File: config.mk
export PLATFORM = sky130hd
export DESIGN_NAME = pmls_core
export DESIGN_NICKNAME = d
export VERILOG_FILES = /design/src/pmls_pkg.sv /design/src/pmls_core.sv
export SDC_FILE = /design/constraint.sdc
export NUM_CORES = 1
export LEC_CHECK = 0
export BUFFER_PORTS_ARGS = -buffer_cell sky130_fd_sc_hd__buf_2
export CAP_MARGIN = 25
export CORE_MARGIN = 10
export CORE_UTILIZATION = 50
export CTS_CLUSTER_SIZE = 40
export DETAILED_ROUTE_END_ITERATION = 8
export PLACE_DENSITY = 0.81
export REMOVE_ABC_BUFFERS = 1
export SETUP_SLACK_MARGIN = 0.1
export SYNTH_ARGS = -nofsm -noshare
export SYNTH_HDL_FRONTEND = slang
export SYNTH_SLANG_ARGS = --single-unit
File: constraint.sdc
create_clock -name mclk -period 3.38 [get_ports mclk]
set_input_delay 0.507 -clock mclk [delete_from_list [all_inputs] [get_ports mclk]]
set_output_delay 0.507 -clock mclk [all_outputs]
set_load 0.1 [all_outputs]
File: src/pmls_pkg.sv
// Purpose: constants and types for the transceiver start-up and MII latency model
// Assumes: mclk at 20 MHz; all times converted to mclk cycles here
// Notes:   all times round up to whole mclk cycles
// What this block does
// - straps latched 167 ms after power-up
// - reduced-pin mode shortens the power-up wait to 84 ms
// - straps latched 3 us after a pin or soft reset
// - strap pins become outputs 50 ns later
// - 100M J group 6 bits after TX_EN edge
// - 100M T group 6 bits after TX_EN drop
// - 100M CRS 20 bits, data 24 bits latency
// - 100M CRS drops 24 bits after T group
// - clock switching never shortens a clock phase
// - 10M transmit sampled on falling TX_CLK
// - 10M line output 3.5 bits after sample
// - 10M end of packet high 250-300 ns
// - 10M CRS within 630 ns typical, 1000 max
// - 10M RX_DV 10 bits after first preamble
package pmls_pkg;
	localparam int CLK_NS          = 50;
	localparam int PWR_WAIT_MS     = 167;
	localparam int RMII_WAIT_MS    = 84;
	localparam int RST_WAIT_US     = 3;
	localparam int DRV_DLY_NS      = 50;
	localparam int PWR_WAIT_CYC    = (PWR_WAIT_MS * 1000000 + CLK_NS - 1) / CLK_NS;
	localparam int RMII_WAIT_CYC   = (RMII_WAIT_MS * 1000000 + CLK_NS - 1) / CLK_NS;
	localparam int RST_WAIT_CYC    = (RST_WAIT_US * 1000 + CLK_NS - 1) / CLK_NS;
	localparam int DRV_DLY_CYC     = (DRV_DLY_NS + CLK_NS - 1) / CLK_NS;
	localparam int BIT100_NS       = 10;
	localparam int BIT10_NS        = 100;
	localparam int TX100_LAT_BITS  = 6;
	localparam int TX10_LAT_NS     = 350;
	localparam int RX100_CRS_BITS  = 20;
	localparam int RX100_DAT_BITS  = 24;
	localparam int RX10_CRS_NS     = 630;
	localparam int RX10_DV_BITS    = 10;
	localparam int EOP_HIGH_NS     = 300;
	localparam int TXC10_HALF_NS   = 200;
	localparam int TX100_CYC       = (TX100_LAT_BITS * BIT100_NS + CLK_NS - 1) / CLK_NS;
	localparam int TX10_CYC        = (TX10_LAT_NS + CLK_NS - 1) / CLK_NS;
	localparam int RX100_CRS_CYC   = (RX100_CRS_BITS * BIT100_NS + CLK_NS - 1) / CLK_NS;
	localparam int RX100_DAT_CYC   = (RX100_DAT_BITS * BIT100_NS + CLK_NS - 1) / CLK_NS;
	localparam int RX10_CRS_CYC    = (RX10_CRS_NS + CLK_NS - 1) / CLK_NS;
	localparam int RX10_DV_CYC     = (RX10_DV_BITS * BIT10_NS + CLK_NS - 1) / CLK_NS;
	localparam int EOP_HIGH_CYC    = (EOP_HIGH_NS + CLK_NS - 1) / CLK_NS;
	localparam int TXC10_HALF_CYC  = (TXC10_HALF_NS + CLK_NS - 1) / CLK_NS;
	localparam int TXC100_HALF_CYC = 1;
	localparam int HIST_DEPTH      = 32;
	localparam int STRAP_SPEED_BIT = 0;
	localparam int STRAP_RMII_BIT  = 1;
	localparam logic [31:0] CNT_RESET = 32'h0000_0000;

	typedef struct packed {
		logic       act;
		logic [3:0] nib;
	} pmls_sym_type;

	typedef enum logic [2:0] {
		PMLS_WAIT   = 3'b001,
		PMLS_SETTLE = 3'b010,
		PMLS_RUN    = 3'b100
	} pmls_state_type;
endpackage

File: src/pmls_core.sv
// Purpose: start-up sequencing, MII clocks and line latency model of the transceiver
// Assumes: all pin inputs asynchronous to mclk; soft_rst is an mclk pulse
// Notes:   100M clocks are a scaled model, since mclk cannot make 25 MHz
`timescale 1ns/100ps
module pmls_core
	import pmls_pkg::*;
#(
	parameter int STRAP_W  = 4,
	parameter int PWR_CYC  = PWR_WAIT_CYC,
	parameter int RMII_CYC = RMII_WAIT_CYC
) (
	input  wire logic               mclk,
	input  wire logic               rst_n,
	input  wire logic               hw_rst_n,
	input  wire logic               soft_rst,
	input  wire logic [STRAP_W-1:0] strap_i,
	output logic      [STRAP_W-1:0] strap_o,
	output logic      [STRAP_W-1:0] strap_oe,
	input  wire logic [STRAP_W-1:0] strap_drv,
	output logic                    mgmt_ready,
	output logic                    speed_100,
	output logic                    tx_clk,
	output logic                    rx_clk,
	input  wire pmls_sym_type       mac_tx,
	output pmls_sym_type            line_tx,
	output logic                    line_eop_high,
	input  wire pmls_sym_type       line_rx,
	output logic                    crs,
	output logic                    rx_dv,
	output logic      [3:0]         rxd
);
	localparam int A_TX100 = TX100_CYC;
	localparam int A_TX10  = TX10_CYC;
	localparam int A_DV10  = RX10_DV_CYC + 1;
	localparam int A_DAT   = RX100_DAT_CYC + 1;

	// synchronisers: first stage read only by the second
	logic [STRAP_W-1:0] strap_m_q, strap_s_q;
	logic               hrst_m_q, hrst_s_q;
	pmls_sym_type       tx_m_q, tx_s_q, rx_m_q, rx_s_q;

	always_ff @(posedge mclk or negedge rst_n) begin
		if (!rst_n) begin
			strap_m_q <= '0;
			strap_s_q <= '0;
			// pin idles high; a low reset value would look like a pin reset after power-up
			hrst_m_q  <= 1'b1;
			hrst_s_q  <= 1'b1;
			tx_m_q    <= '0;
			tx_s_q    <= '0;
			rx_m_q    <= '0;
			rx_s_q    <= '0;
		end else begin
			strap_m_q <= strap_i;
			strap_s_q <= strap_m_q;
			hrst_m_q  <= hw_rst_n;
			hrst_s_q  <= hrst_m_q;
			tx_m_q    <= mac_tx;
			tx_s_q    <= tx_m_q;
			rx_m_q    <= line_rx;
			rx_s_q    <= rx_m_q;
		end
	end

	// start-up sequencing
	pmls_state_type     state_q, state_d;
	logic [31:0]        cnt_q, cnt_d;
	logic               by_rst_q, by_rst_d;
	logic [STRAP_W-1:0] strap_q, strap_d;
	logic [31:0]        target;

	always_comb begin
		if (by_rst_q)
			target = 32'(RST_WAIT_CYC);
		else if (strap_s_q[STRAP_RMII_BIT])
			target = 32'(RMII_CYC);
		else
			target = 32'(PWR_CYC);
		state_d  = state_q;
		cnt_d    = cnt_q;
		by_rst_d = by_rst_q;
		strap_d  = strap_q;
		if (!hrst_s_q || soft_rst) begin
			// pin reset holds the count at zero; the wait starts at release
			state_d  = PMLS_WAIT;
			cnt_d    = CNT_RESET;
			by_rst_d = 1'b1;
		end else begin
			unique case (state_q)
				PMLS_WAIT: begin
					cnt_d = cnt_q + 32'h0000_0001;
					if (cnt_d >= target) begin
						strap_d = strap_s_q;
						state_d = PMLS_SETTLE;
					end
				end
				PMLS_SETTLE: state_d = PMLS_RUN;
				PMLS_RUN:    state_d = PMLS_RUN;
			endcase
		end
	end

	always_ff @(posedge mclk or negedge rst_n) begin
		if (!rst_n) begin
			state_q  <= PMLS_WAIT;
			cnt_q    <= CNT_RESET;
			by_rst_q <= 1'b0;
			strap_q  <= '0;
		end else begin
			state_q  <= state_d;
			cnt_q    <= cnt_d;
			by_rst_q <= by_rst_d;
			strap_q  <= strap_d;
		end
	end

	assign mgmt_ready = (state_q == PMLS_RUN);
	assign strap_oe   = {STRAP_W{state_q == PMLS_RUN}};
	assign strap_o    = strap_drv;
	assign speed_100  = strap_q[STRAP_SPEED_BIT];

	// mii clock divider; half period reloads only at a toggle so no phase is cut short
	logic       clk_q, clk_d;
	logic [3:0] half_q, half_d, ph_q, ph_d;
	logic       tog, rise, fall;

	always_comb begin
		tog    = (ph_q == half_q - 4'h1);
		rise   = tog && !clk_q;
		fall   = tog && clk_q;
		clk_d  = tog ? !clk_q : clk_q;
		ph_d   = tog ? 4'h0 : ph_q + 4'h1;
		half_d = half_q;
		if (tog)
			half_d = speed_100 ? 4'(TXC100_HALF_CYC) : 4'(TXC10_HALF_CYC);
	end

	always_ff @(posedge mclk or negedge rst_n) begin
		if (!rst_n) begin
			clk_q  <= 1'b0;
			half_q <= 4'(TXC10_HALF_CYC);
			ph_q   <= 4'h0;
		end else begin
			clk_q  <= clk_d;
			half_q <= half_d;
			ph_q   <= ph_d;
		end
	end

	assign tx_clk = clk_q;
	assign rx_clk = clk_q;

	// transmit path
	pmls_sym_type tx_smp_q, tx_smp_d;
	pmls_sym_type tx_h_q [HIST_DEPTH];
	pmls_sym_type tx_h_d [HIST_DEPTH];
	pmls_sym_type line_tx_q, line_tx_d;
	logic [3:0]   eop_q, eop_d;

	always_comb begin
		tx_smp_d = tx_smp_q;
		if (speed_100 ? rise : fall)
			tx_smp_d = tx_s_q;
		tx_h_d[0] = tx_smp_q;
		for (int i = 1; i < HIST_DEPTH; i++)
			tx_h_d[i] = tx_h_q[i-1];
		// tap picks the 100M J/T group or 10M line output delay from the sampling edge
		line_tx_d = speed_100 ? tx_h_q[TX100_CYC-2] : tx_h_q[TX10_CYC-2];
		eop_d = (eop_q != 4'h0) ? eop_q - 4'h1 : 4'h0;
		if (!speed_100 && line_tx_q.act && !line_tx_d.act)
			eop_d = 4'(EOP_HIGH_CYC);
	end

	// receive path
	pmls_sym_type rx_h_q [HIST_DEPTH];
	pmls_sym_type rx_h_d [HIST_DEPTH];
	logic         crs_q, crs_d, dv_q, dv_d;
	logic [3:0]   rxd_q, rxd_d;

	always_comb begin
		rx_h_d[0] = rx_s_q;
		for (int i = 1; i < HIST_DEPTH; i++)
			rx_h_d[i] = rx_h_q[i-1];
		if (speed_100) begin
			crs_d = rx_h_q[RX100_CRS_CYC-1].act || (crs_q && rx_h_q[RX100_DAT_CYC-1].act);
			dv_d  = rx_h_q[RX100_DAT_CYC-1].act;
			rxd_d = rx_h_q[RX100_DAT_CYC-1].nib;
		end else begin
			// crs follows the dv tap at packet end, as no separate off delay applies
			crs_d = rx_h_q[RX10_CRS_CYC-1].act || (crs_q && rx_h_q[RX10_DV_CYC-1].act);
			dv_d  = rx_h_q[RX10_DV_CYC-1].act;
			rxd_d = rx_h_q[RX10_DV_CYC-1].nib;
		end
	end

	always_ff @(posedge mclk or negedge rst_n) begin
		if (!rst_n) begin
			tx_smp_q  <= '0;
			line_tx_q <= '0;
			eop_q     <= 4'h0;
			crs_q     <= 1'b0;
			dv_q      <= 1'b0;
			rxd_q     <= 4'h0;
			for (int i = 0; i < HIST_DEPTH; i++) begin
				tx_h_q[i] <= '0;
				rx_h_q[i] <= '0;
			end
		end else begin
			tx_smp_q  <= tx_smp_d;
			line_tx_q <= line_tx_d;
			eop_q     <= eop_d;
			crs_q     <= crs_d;
			dv_q      <= dv_d;
			rxd_q     <= rxd_d;
			for (int i = 0; i < HIST_DEPTH; i++) begin
				tx_h_q[i] <= tx_h_d[i];
				rx_h_q[i] <= rx_h_d[i];
			end
		end
	end

	assign line_tx       = line_tx_q;
	assign line_eop_high = (eop_q != 4'h0);
	assign crs           = crs_q;
	assign rx_dv         = dv_q;
	assign rxd           = rxd_q;
endmodule

* Word-level counts from Yosys, hierarchy flattened
Cells that the tools add are included.
Operators by class: add/sub/neg operators 4, multiply operators 0, divide/modulo/power cells 0, order comparisons 1, eq/ne operators 5, shift operators 0, muxes and demuxes 16, bitwise logic cells 1, reductions and logical operators 17
Operators by type and width (number):
- $mux W32 | 3
- $add A32 B1 Y32 const B | 1
- $ge A32 B32 Y1 | 1
- $mux W22 | 1
- $mux W4 | 4
- $mux W3 | 3
- $sub A4 B1 Y4 const B | 2
- $logic_and A1 B1 Y1 | 6
- $pmux W3 S2 | 1
- $mux W5 | 1
- $add A4 B1 Y4 const B | 1
- $eq A4 B4 Y1 | 1
- $logic_not A1 Y1 | 4
- $reduce_bool A4 Y1 | 1
- $eq A3 B1 Y1 const B | 1
- $eq A3 B2 Y1 const B | 1
- $eq A3 B3 Y1 const B | 1
- $logic_or A1 B1 Y1 | 3
- $mux W1 | 3
- $ne A3 B3 Y1 const B | 1
- $reduce_and A3 Y1 | 1
- $reduce_bool A2 Y1 | 1
- $reduce_or A2 Y1 | 1
- $not A1 Y1 | 1
Storage, ports and cells: register bits after elaboration 222, latch bits 0, RAM bits 0, memory bits (read-only) 0, input port bits 22, output and inout bits 24, word-level logic and storage cells 123, memories kept 0

* Logic depth before layout (Yosys ltp)
Gate-level depths: netlist of the first run.
depth after elaboration 6, depth in mapped cells 15

* Worst setup path after synthesis of the first run
Ideal clock, no wire load.
path kind register -> output, from register state_q[1], to output strap_oe[0], arrival 3427 ps, data required time 2873 ps, path slack -554 ps, stages on the path, launching flop included 3, cells stage by stage dfrtp_1 -> nor3b_1 -> buf_4
On the way: cells in the longest elaborated chain, start to end 1
RTL lines:
- start: declaration | line pmls_core.sv:66 | pmls_state_type state_q, state_d;
- start signal: assignment | line pmls_core.sv:110 | state_q <= state_d;
- $eq A3 B3 Y1
- end: declaration | line pmls_core.sv:18 | output logic [STRAP_W-1:0] strap_oe,
Every way passes these cells.

* Worst setup path in the final report of the first run
from register cnt_q[1], to register strap_q[0]
On the way: cells in the longest elaborated chain, start to end 3
RTL lines:
- start: declaration | line pmls_core.sv:67 | logic [31:0] cnt_q, cnt_d;
- start signal: assignment | line pmls_core.sv:111 | cnt_q <= cnt_d;
- $add A32 B1 Y32 | line pmls_core.sv:91 | cnt_d = cnt_q + 32'h0000_0001;
- $ge A32 B32 Y1 | line pmls_core.sv:92 | if (cnt_d >= target) begin
- $reduce_and A3 Y1 (no line)
- end signal: assignment | line pmls_core.sv:113 | strap_q <= strap_d;
- end: declaration | line pmls_core.sv:69 | logic [STRAP_W-1:0] strap_q, strap_d;
Every way passes these cells. A chain may end at the register's enable or synchronous reset.

==> flow_summary.ini, run 1 <==
[outcome]
status = finished clean

[placed_design]
hpwl_mm = 8.57
portBuffers = 35
place_ws_ns = 0.135
place_congestion = 0.902

[sta]
fmax_ghz = 0.312
fin_crit_ns = 3.20
setup_viol_count_final = 0
rsz0062_at_grt = false
hold_viol = 0
worst_pin_slew_ns = 0.876
drv_slew = 0
tns_ns = 0
clock-skew-final_ns = 0.0156
fin_crit_sh_pct = 94.7
slew_headroom_pct = 41.1
setup_slack_ns = 0.178

[setup_path]
crit_arrival_ns = 3.59
cp.depth = 13
slowest_stage = dfrtp_1
cpPeakStageDelay_ns = 0.39
r2r_end = strap_q[0]
worstSetupStartpointType = flop
cp-startpoint = cnt_q[1]
r2r_start = cnt_q[1]
required_ns = 3.77
crit_chain = ha_2 > nand3_1 > nor2_1 > xor2_1 > ha_1 > a21oi_1 > nand2_1 > a2111oi_2 > a211o_1 > nand4_1 > a221o_1 > o2bb2ai_2 > mux2_4
r2r_cells = 13
critPathMaxFanout = 3
reg2reg_setup_slack_ns = 0.18
crit_type = reg2reg
crit_end = strap_q[0]
worst-path-buf-inv = 0
path_delay_family = compound AO/OA/AOI/OAI gates
cp-end-kind = flop

[logic_synthesis]
yosys_warnings = 0
synth-simple-area-share_pct = 11.5
ys_seq_area_share_pct = 71.0
ys_types = 49
synth_compound_area_share_pct = 3.87
ys_async_sr_fraction_pct = 100
synth_top_family_by_area = simple AND/OR/NAND/NOR gates
ys_top_cells_by_count = dfrtp_1, nor2_1, nand2_1
synth-edff-count = 0
synth-xor-area-share_pct = 5.87
syn_inst = 561
yosysMostFrequentCell = dfrtp_1
synth_mux_area_share_pct = 2.37
syn_area_per_cell_um2 = 13.8
synth_seq_cells = 220
syn_area_um2 = 7760
synthTopCellsByArea = dfrtp_1, xor2_1, ha_1
yosys.area.top_type = dfrtp_1
yosys.area_share.adder_pct = 3.23
synthFlopType = dfrtp_1
synthDominantCellAreaShare_pct = 69.7

[power_and_ir_drop]
leakagePower_nw = 4.14
ir_drop_v = 0.000356
finalPower_mw = 5.76
power.density_nw_per_um2 = 630

[grt]
grt_pass1_vias = 4820
antenna_found_initial = 0
grt_pass1_wl_mm = 24.8
grtUsageTotal_pct = 14.8
grt_max_degree = 91
grt_overflow_total = 0

[die]
die_area_um2 = 20900
num_rows = 45
core_area_um2 = 15200
initial_core_util_pct = 51.0
fp.dieW_um = 145
io_pins = 46
die_height_um = 145

[route]
wl_per_cell_um = 18.6
vias_per_cell = 5.52
ant_nets = 0
route.final.wire_length_mm = 15.4
via_count = 4566
drtIter0Drc = 318
drc = 0
first_pass_iters = 7

[layout]
n_antenna_cell = 0
area_growth_pct = 17.9
drive_above_1_share_pct = 23.2
final_nets = 664
fillers = 1057

[min_path]
hp-class = in2async

[clocking]
cts_tree = built
cts_max_path_buffers = 3
htreeDepth = 1
clock_latency_ns = 0.50
cts_root_buf = clkbuf_16
cts_buffers = 23
cts.sinks = 220
clk_pin_slew_ns = 0.07

[job]
maxCapViolCount = 0
-- cell families after synthesis --
family,after synthesis
and+or+nand+nor,172
buffers and inverters,33
adders and majority gates,20
AOI/OAI and AO/OA,48
xor gates and xnor gates,52
DFF,220
muxes,16
-- cells in the final DEF, fill, tap and decap left out, types with 2 or more instances in the layout --
cell type	netlist	layout
a211o_1	3	3
bufinv_16	0	4
nand4_4	1	2
nor2_1	46	44
dfstp_2	4	4
and3_1	6	6
o21ai_0	13	13
dfrtp_2	0	6
xor2_1	29	29
nor3_1	16	15
nor4_2	3	2
nand4_1	8	8
nand3_1	19	18
clkbuf_1	12	4
a21oi_1	17	17
nand2_2	0	2
mux2_2	15	15
nor4_1	4	4
clkbuf_16	0	23
nand3_2	1	2
inv_1	6	6
nand2b_1	5	5
inv_6	0	2
nor3b_1	4	4
a211oi_1	2	2
and3b_1	2	2
nand2_1	37	35
o31ai_1	3	3
buf_4	10	27
nor2_2	1	2
or4_1	2	2
xnor2_1	23	23
dfrtp_1	216	210
buf_2	4	34
ha_1	20	19
a21o_1	2	2
clkbuf_8	0	6
or3_1	10	9
-- worst min-delay path by stage --
stage	end	slack [ns]
finish	cnt_q[9]	0.03
global route	cnt_q[0]	0.08
CTS	cnt_q[3]	0.07
detailed placement	rx_h_d[114]	0.33
global placement	rx_h_d[158]	0.33
floorplan	by_rst_q	0.21
-- flip-flops by register name (all words and copies together), names as in the netlist, 2 cells and up --
name,cells
state_q,3
strap_m_q,2
tx_h_d,35
rxd,4
ph_q,4
cnt_q,32
line_tx,5
eop_q,4
half_q,2
rx_m_q,5
tx_s_q,5
strap_s_q,2
tx_m_q,5
rx_h_d,105
-- metal layers --
metal	vias to the layer above	wire length, um	share of wire, %	track usage, %
li1	2015	-	-	-
met1	2298	6300	41	18.8
met2	201	7690	50	25.2
met3	52	950	6.2	2.66
met4	0	467	3.0	5.00
met5	-	0	0	0
-- repair_timing --
action / in CTS / in global routing
setup endpoints to repair: 0 / 3
gates resized for setup: 0 / 19
endpoints found under the hold margin: 0 / 0
hold buffers: 0 / 0
buffers inserted: 0 / 10
-- power by group --
| part | switching, mW | internal [mW] |
|---|---|---|
| clock | 1.03 | 1.68 |
| combinational | 0.182 | 0.0473 |
| sequential | 0.0599 | 2.76 |
| total | 1.28 | 4.49 |
-- stage by stage --
step	hold WS [ns]	cells	area (um^2)	util (%)
after CTS	0.0695	817	9010	59.3
after global placement	0.332	775	8180	53.8
final	0.0275	827	9150	60.2
after global routing	0.0805	827	9150	60.2
after floorplan	0.211	534	7610	-
after detailed placement	0.335	775	8180	53.8
-- layout make-up --
class                      count  area [um^2]  share of cell area (%)
multi-input combinational    308         2140                    23.4
clock buffer                  32          659                    7.21
sequential                   220         5520                    60.3
tap                          188          235                    2.57
timing repair buffer          63          407                    4.44
inverter                       6         22.5                   0.246
clock inverter                10          170                    1.86
Power figures use the tool's default switching activity.
==> inputs of run 2 (changes only) <==
==> constraint.sdc (replaced) <==
create_clock -name mclk -period 3.38 [get_ports mclk]
set_input_delay 0.676 -clock mclk [delete_from_list [all_inputs] [get_ports mclk]]
set_output_delay 0.676 -clock mclk [all_outputs]
set_load 0.1 [all_outputs]
==> run 2 against run 1 <==
  * Combinational power fell by 2%
  * Worst hold slack better by 0.18 ns
  * Global-route usage decreased by 0.40 points
  * Fmax shrank 0.13%
  * Sequential power barely moved
  * Flip-flop and latch count unchanged
  * Core utilization grew 0.60 points
  * Critical endpoint unchanged
==> flow_summary.ini, run 2 (synthesis results as in run 1) <==
[layout]
n_antenna_cell = 0
layout_commonest_cell = dfrtp_1
final_util_pct = 60.8
largest_reg_flops = 105
drive_above_1_share_pct = 25.3
area_growth_pct = 19.1
final_nets = 669
multi_input_area_um2 = 2240
fillers = 1045
register_area_um2 = 5520
final_cell_mix = dfrtp_1, nor2_1, buf_2

[die]
die_area_um2 = 20900
initial_core_util_pct = 51.0
die_height_um = 145
io_pins = 46
fp.dieW_um = 145
core_area_um2 = 15200
num_rows = 45

[grt]
grt_max_degree = 94
grtUsageTotal_pct = 14.4
grt_overflow_total = 0
top_usage_layer = met2
grt_pass1_wl_mm = 24.0
grt_use_met3_pct = 3.15
globalRouteMet2Util_pct = 24.7
antenna_found_initial = 0
grt_pass1_vias = 4769
grt_use_met1_pct = 17.4

[power_and_ir_drop]
power.density_nw_per_um2 = 604
finalPower_mw = 5.58
ir_drop_v = 0.000434
leakagePower_nw = 4.18

[clocking]
cts_tree = built
cts_root_buf = clkbuf_16
htreeDepth = 1
clk_pin_slew_ns = 0.06
cts_max_path_buffers = 3
ctsHoldBuffers = 0
cts_buffers = 23
cts.sinks = 220
clock_latency_ns = 0.52

[route]
ant_nets = 0
wl_per_cell_um = 19.1
route.final.wire_length_mm = 15.9
drtIter0Drc = 380
via_count = 4552
vias_per_cell = 5.47
first_pass_iters = 5
drc = 0

[setup_path]
required_ns = 3.78
crit_type = reg2reg
cpMostUsedCell = nand2_2
cpPeakStageDelay_ns = 0.42
worstSetupStartpointType = flop
crit_arrival_ns = 3.61
cp-end-kind = flop
crit_chain = ha_4 > nand2_4 > or3_4 > nor2_4 > nand2_2 > xnor2_2 > ha_1 > and4_1 > nand2_2 > nor3_2 > nand3_1 > nand4_1 > a221o_1 > o2bb2ai_2 > mux2_4
slowest_stage = dfrtp_1
critPathMaxFanout = 5

[sta]
drv_slew = 0
setup_slack_ns = 0.173
worst_pin_slew_ns = 0.894
fmax_ghz = 0.312
rsz0062_at_grt = true
whs_ns = 0.206
clock-skew-final_ns = 0.0159
setup_viol_count_final = 0
fin_crit_sh_pct = 94.9
hold_viol = 0
fin_crit_ns = 3.21
slew_headroom_pct = 39.9

[placed_design]
place_congestion = 0.849
portBuffers = 35
hpwl_mm = 8.59
place_ws_ns = 0.0768

[outcome]
status = finished clean

[job]
maxCapViolCount = 0

[min_path]
hp-class = in2async
[run 2: cell count changes in the layout (fill, tap and decap cells not counted), sizes merged]
cell | previous run | this run
clkinvlp | 1 | 2
bufinv | 4 | 2
clkinv | 2 | 3
buf | 62 | 67
[run 2: routing by layer]
layer	routed length, um	part of all wire [%]
met4	569	3.6
met2	8060	51
met1	6290	40
met5	0	0
met3	942	5.9
[run 2: final timing paths]
kind,slack [ns],endpoint,from,cells after the start
max,0.17,strap_q[0],cnt_q[1],15
min,0.21,cnt_q[25],rst_n,1
max reg2reg,0.17,strap_q[0],cnt_q[1],15
min reg2reg,0.33,tx_h_d[138],tx_h_d[143],0
max in group asynchronous,2.35,rx_h_d[116],rst_n,2
min in group mclk,0.25,hrst_m_q,hw_rst_n,1
[run 2: layout make-up]
cell class	count	share of cell area [%]
clock buffer	32	6.92
multi-input combinational	308	24.2
tap	188	2.55
timing repair buffer	68	4.98
sequential	220	59.7
clock inverter	10	1.38
inverter	6	0.244
[run 2: power breakdown]
part           switching, mW  internal, mW  total, mW
clock                   1.04          1.50       2.54
sequential            0.0598          2.76       2.82
combinational          0.177        0.0480      0.225
[run 2: critical path, delay by kind of cell (launching register included)]
kind	cells	cell delay (ns)
adder cells (fa/ha/maj)	2	0.49
AO/OA/AOI/OAI	2	0.55
multiplexers	1	0.29
XOR/XNOR	1	0.15
flip-flops	1	0.42
AND/OR/NAND/NOR	9	1.18
[run 2: through the flow]
step / setup TNS, ns / cell area (um^2) / cells
floorplan: -41.61 / 7610 / 534
global placement: 0 / 8180 / 773
detailed placement: 0 / 8180 / 773
CTS: 0 / 9030 / 820
global route: 0 / 9240 / 832
finish: 0 / 9240 / 832
[run 2: what timing repair did]
action / 4_1_cts / 5_1_grt
pin swaps: 0 / 18
endpoints found under the setup margin: 2 / 3
buffers inserted: 5 / 12
resized for setup: 12 / 23
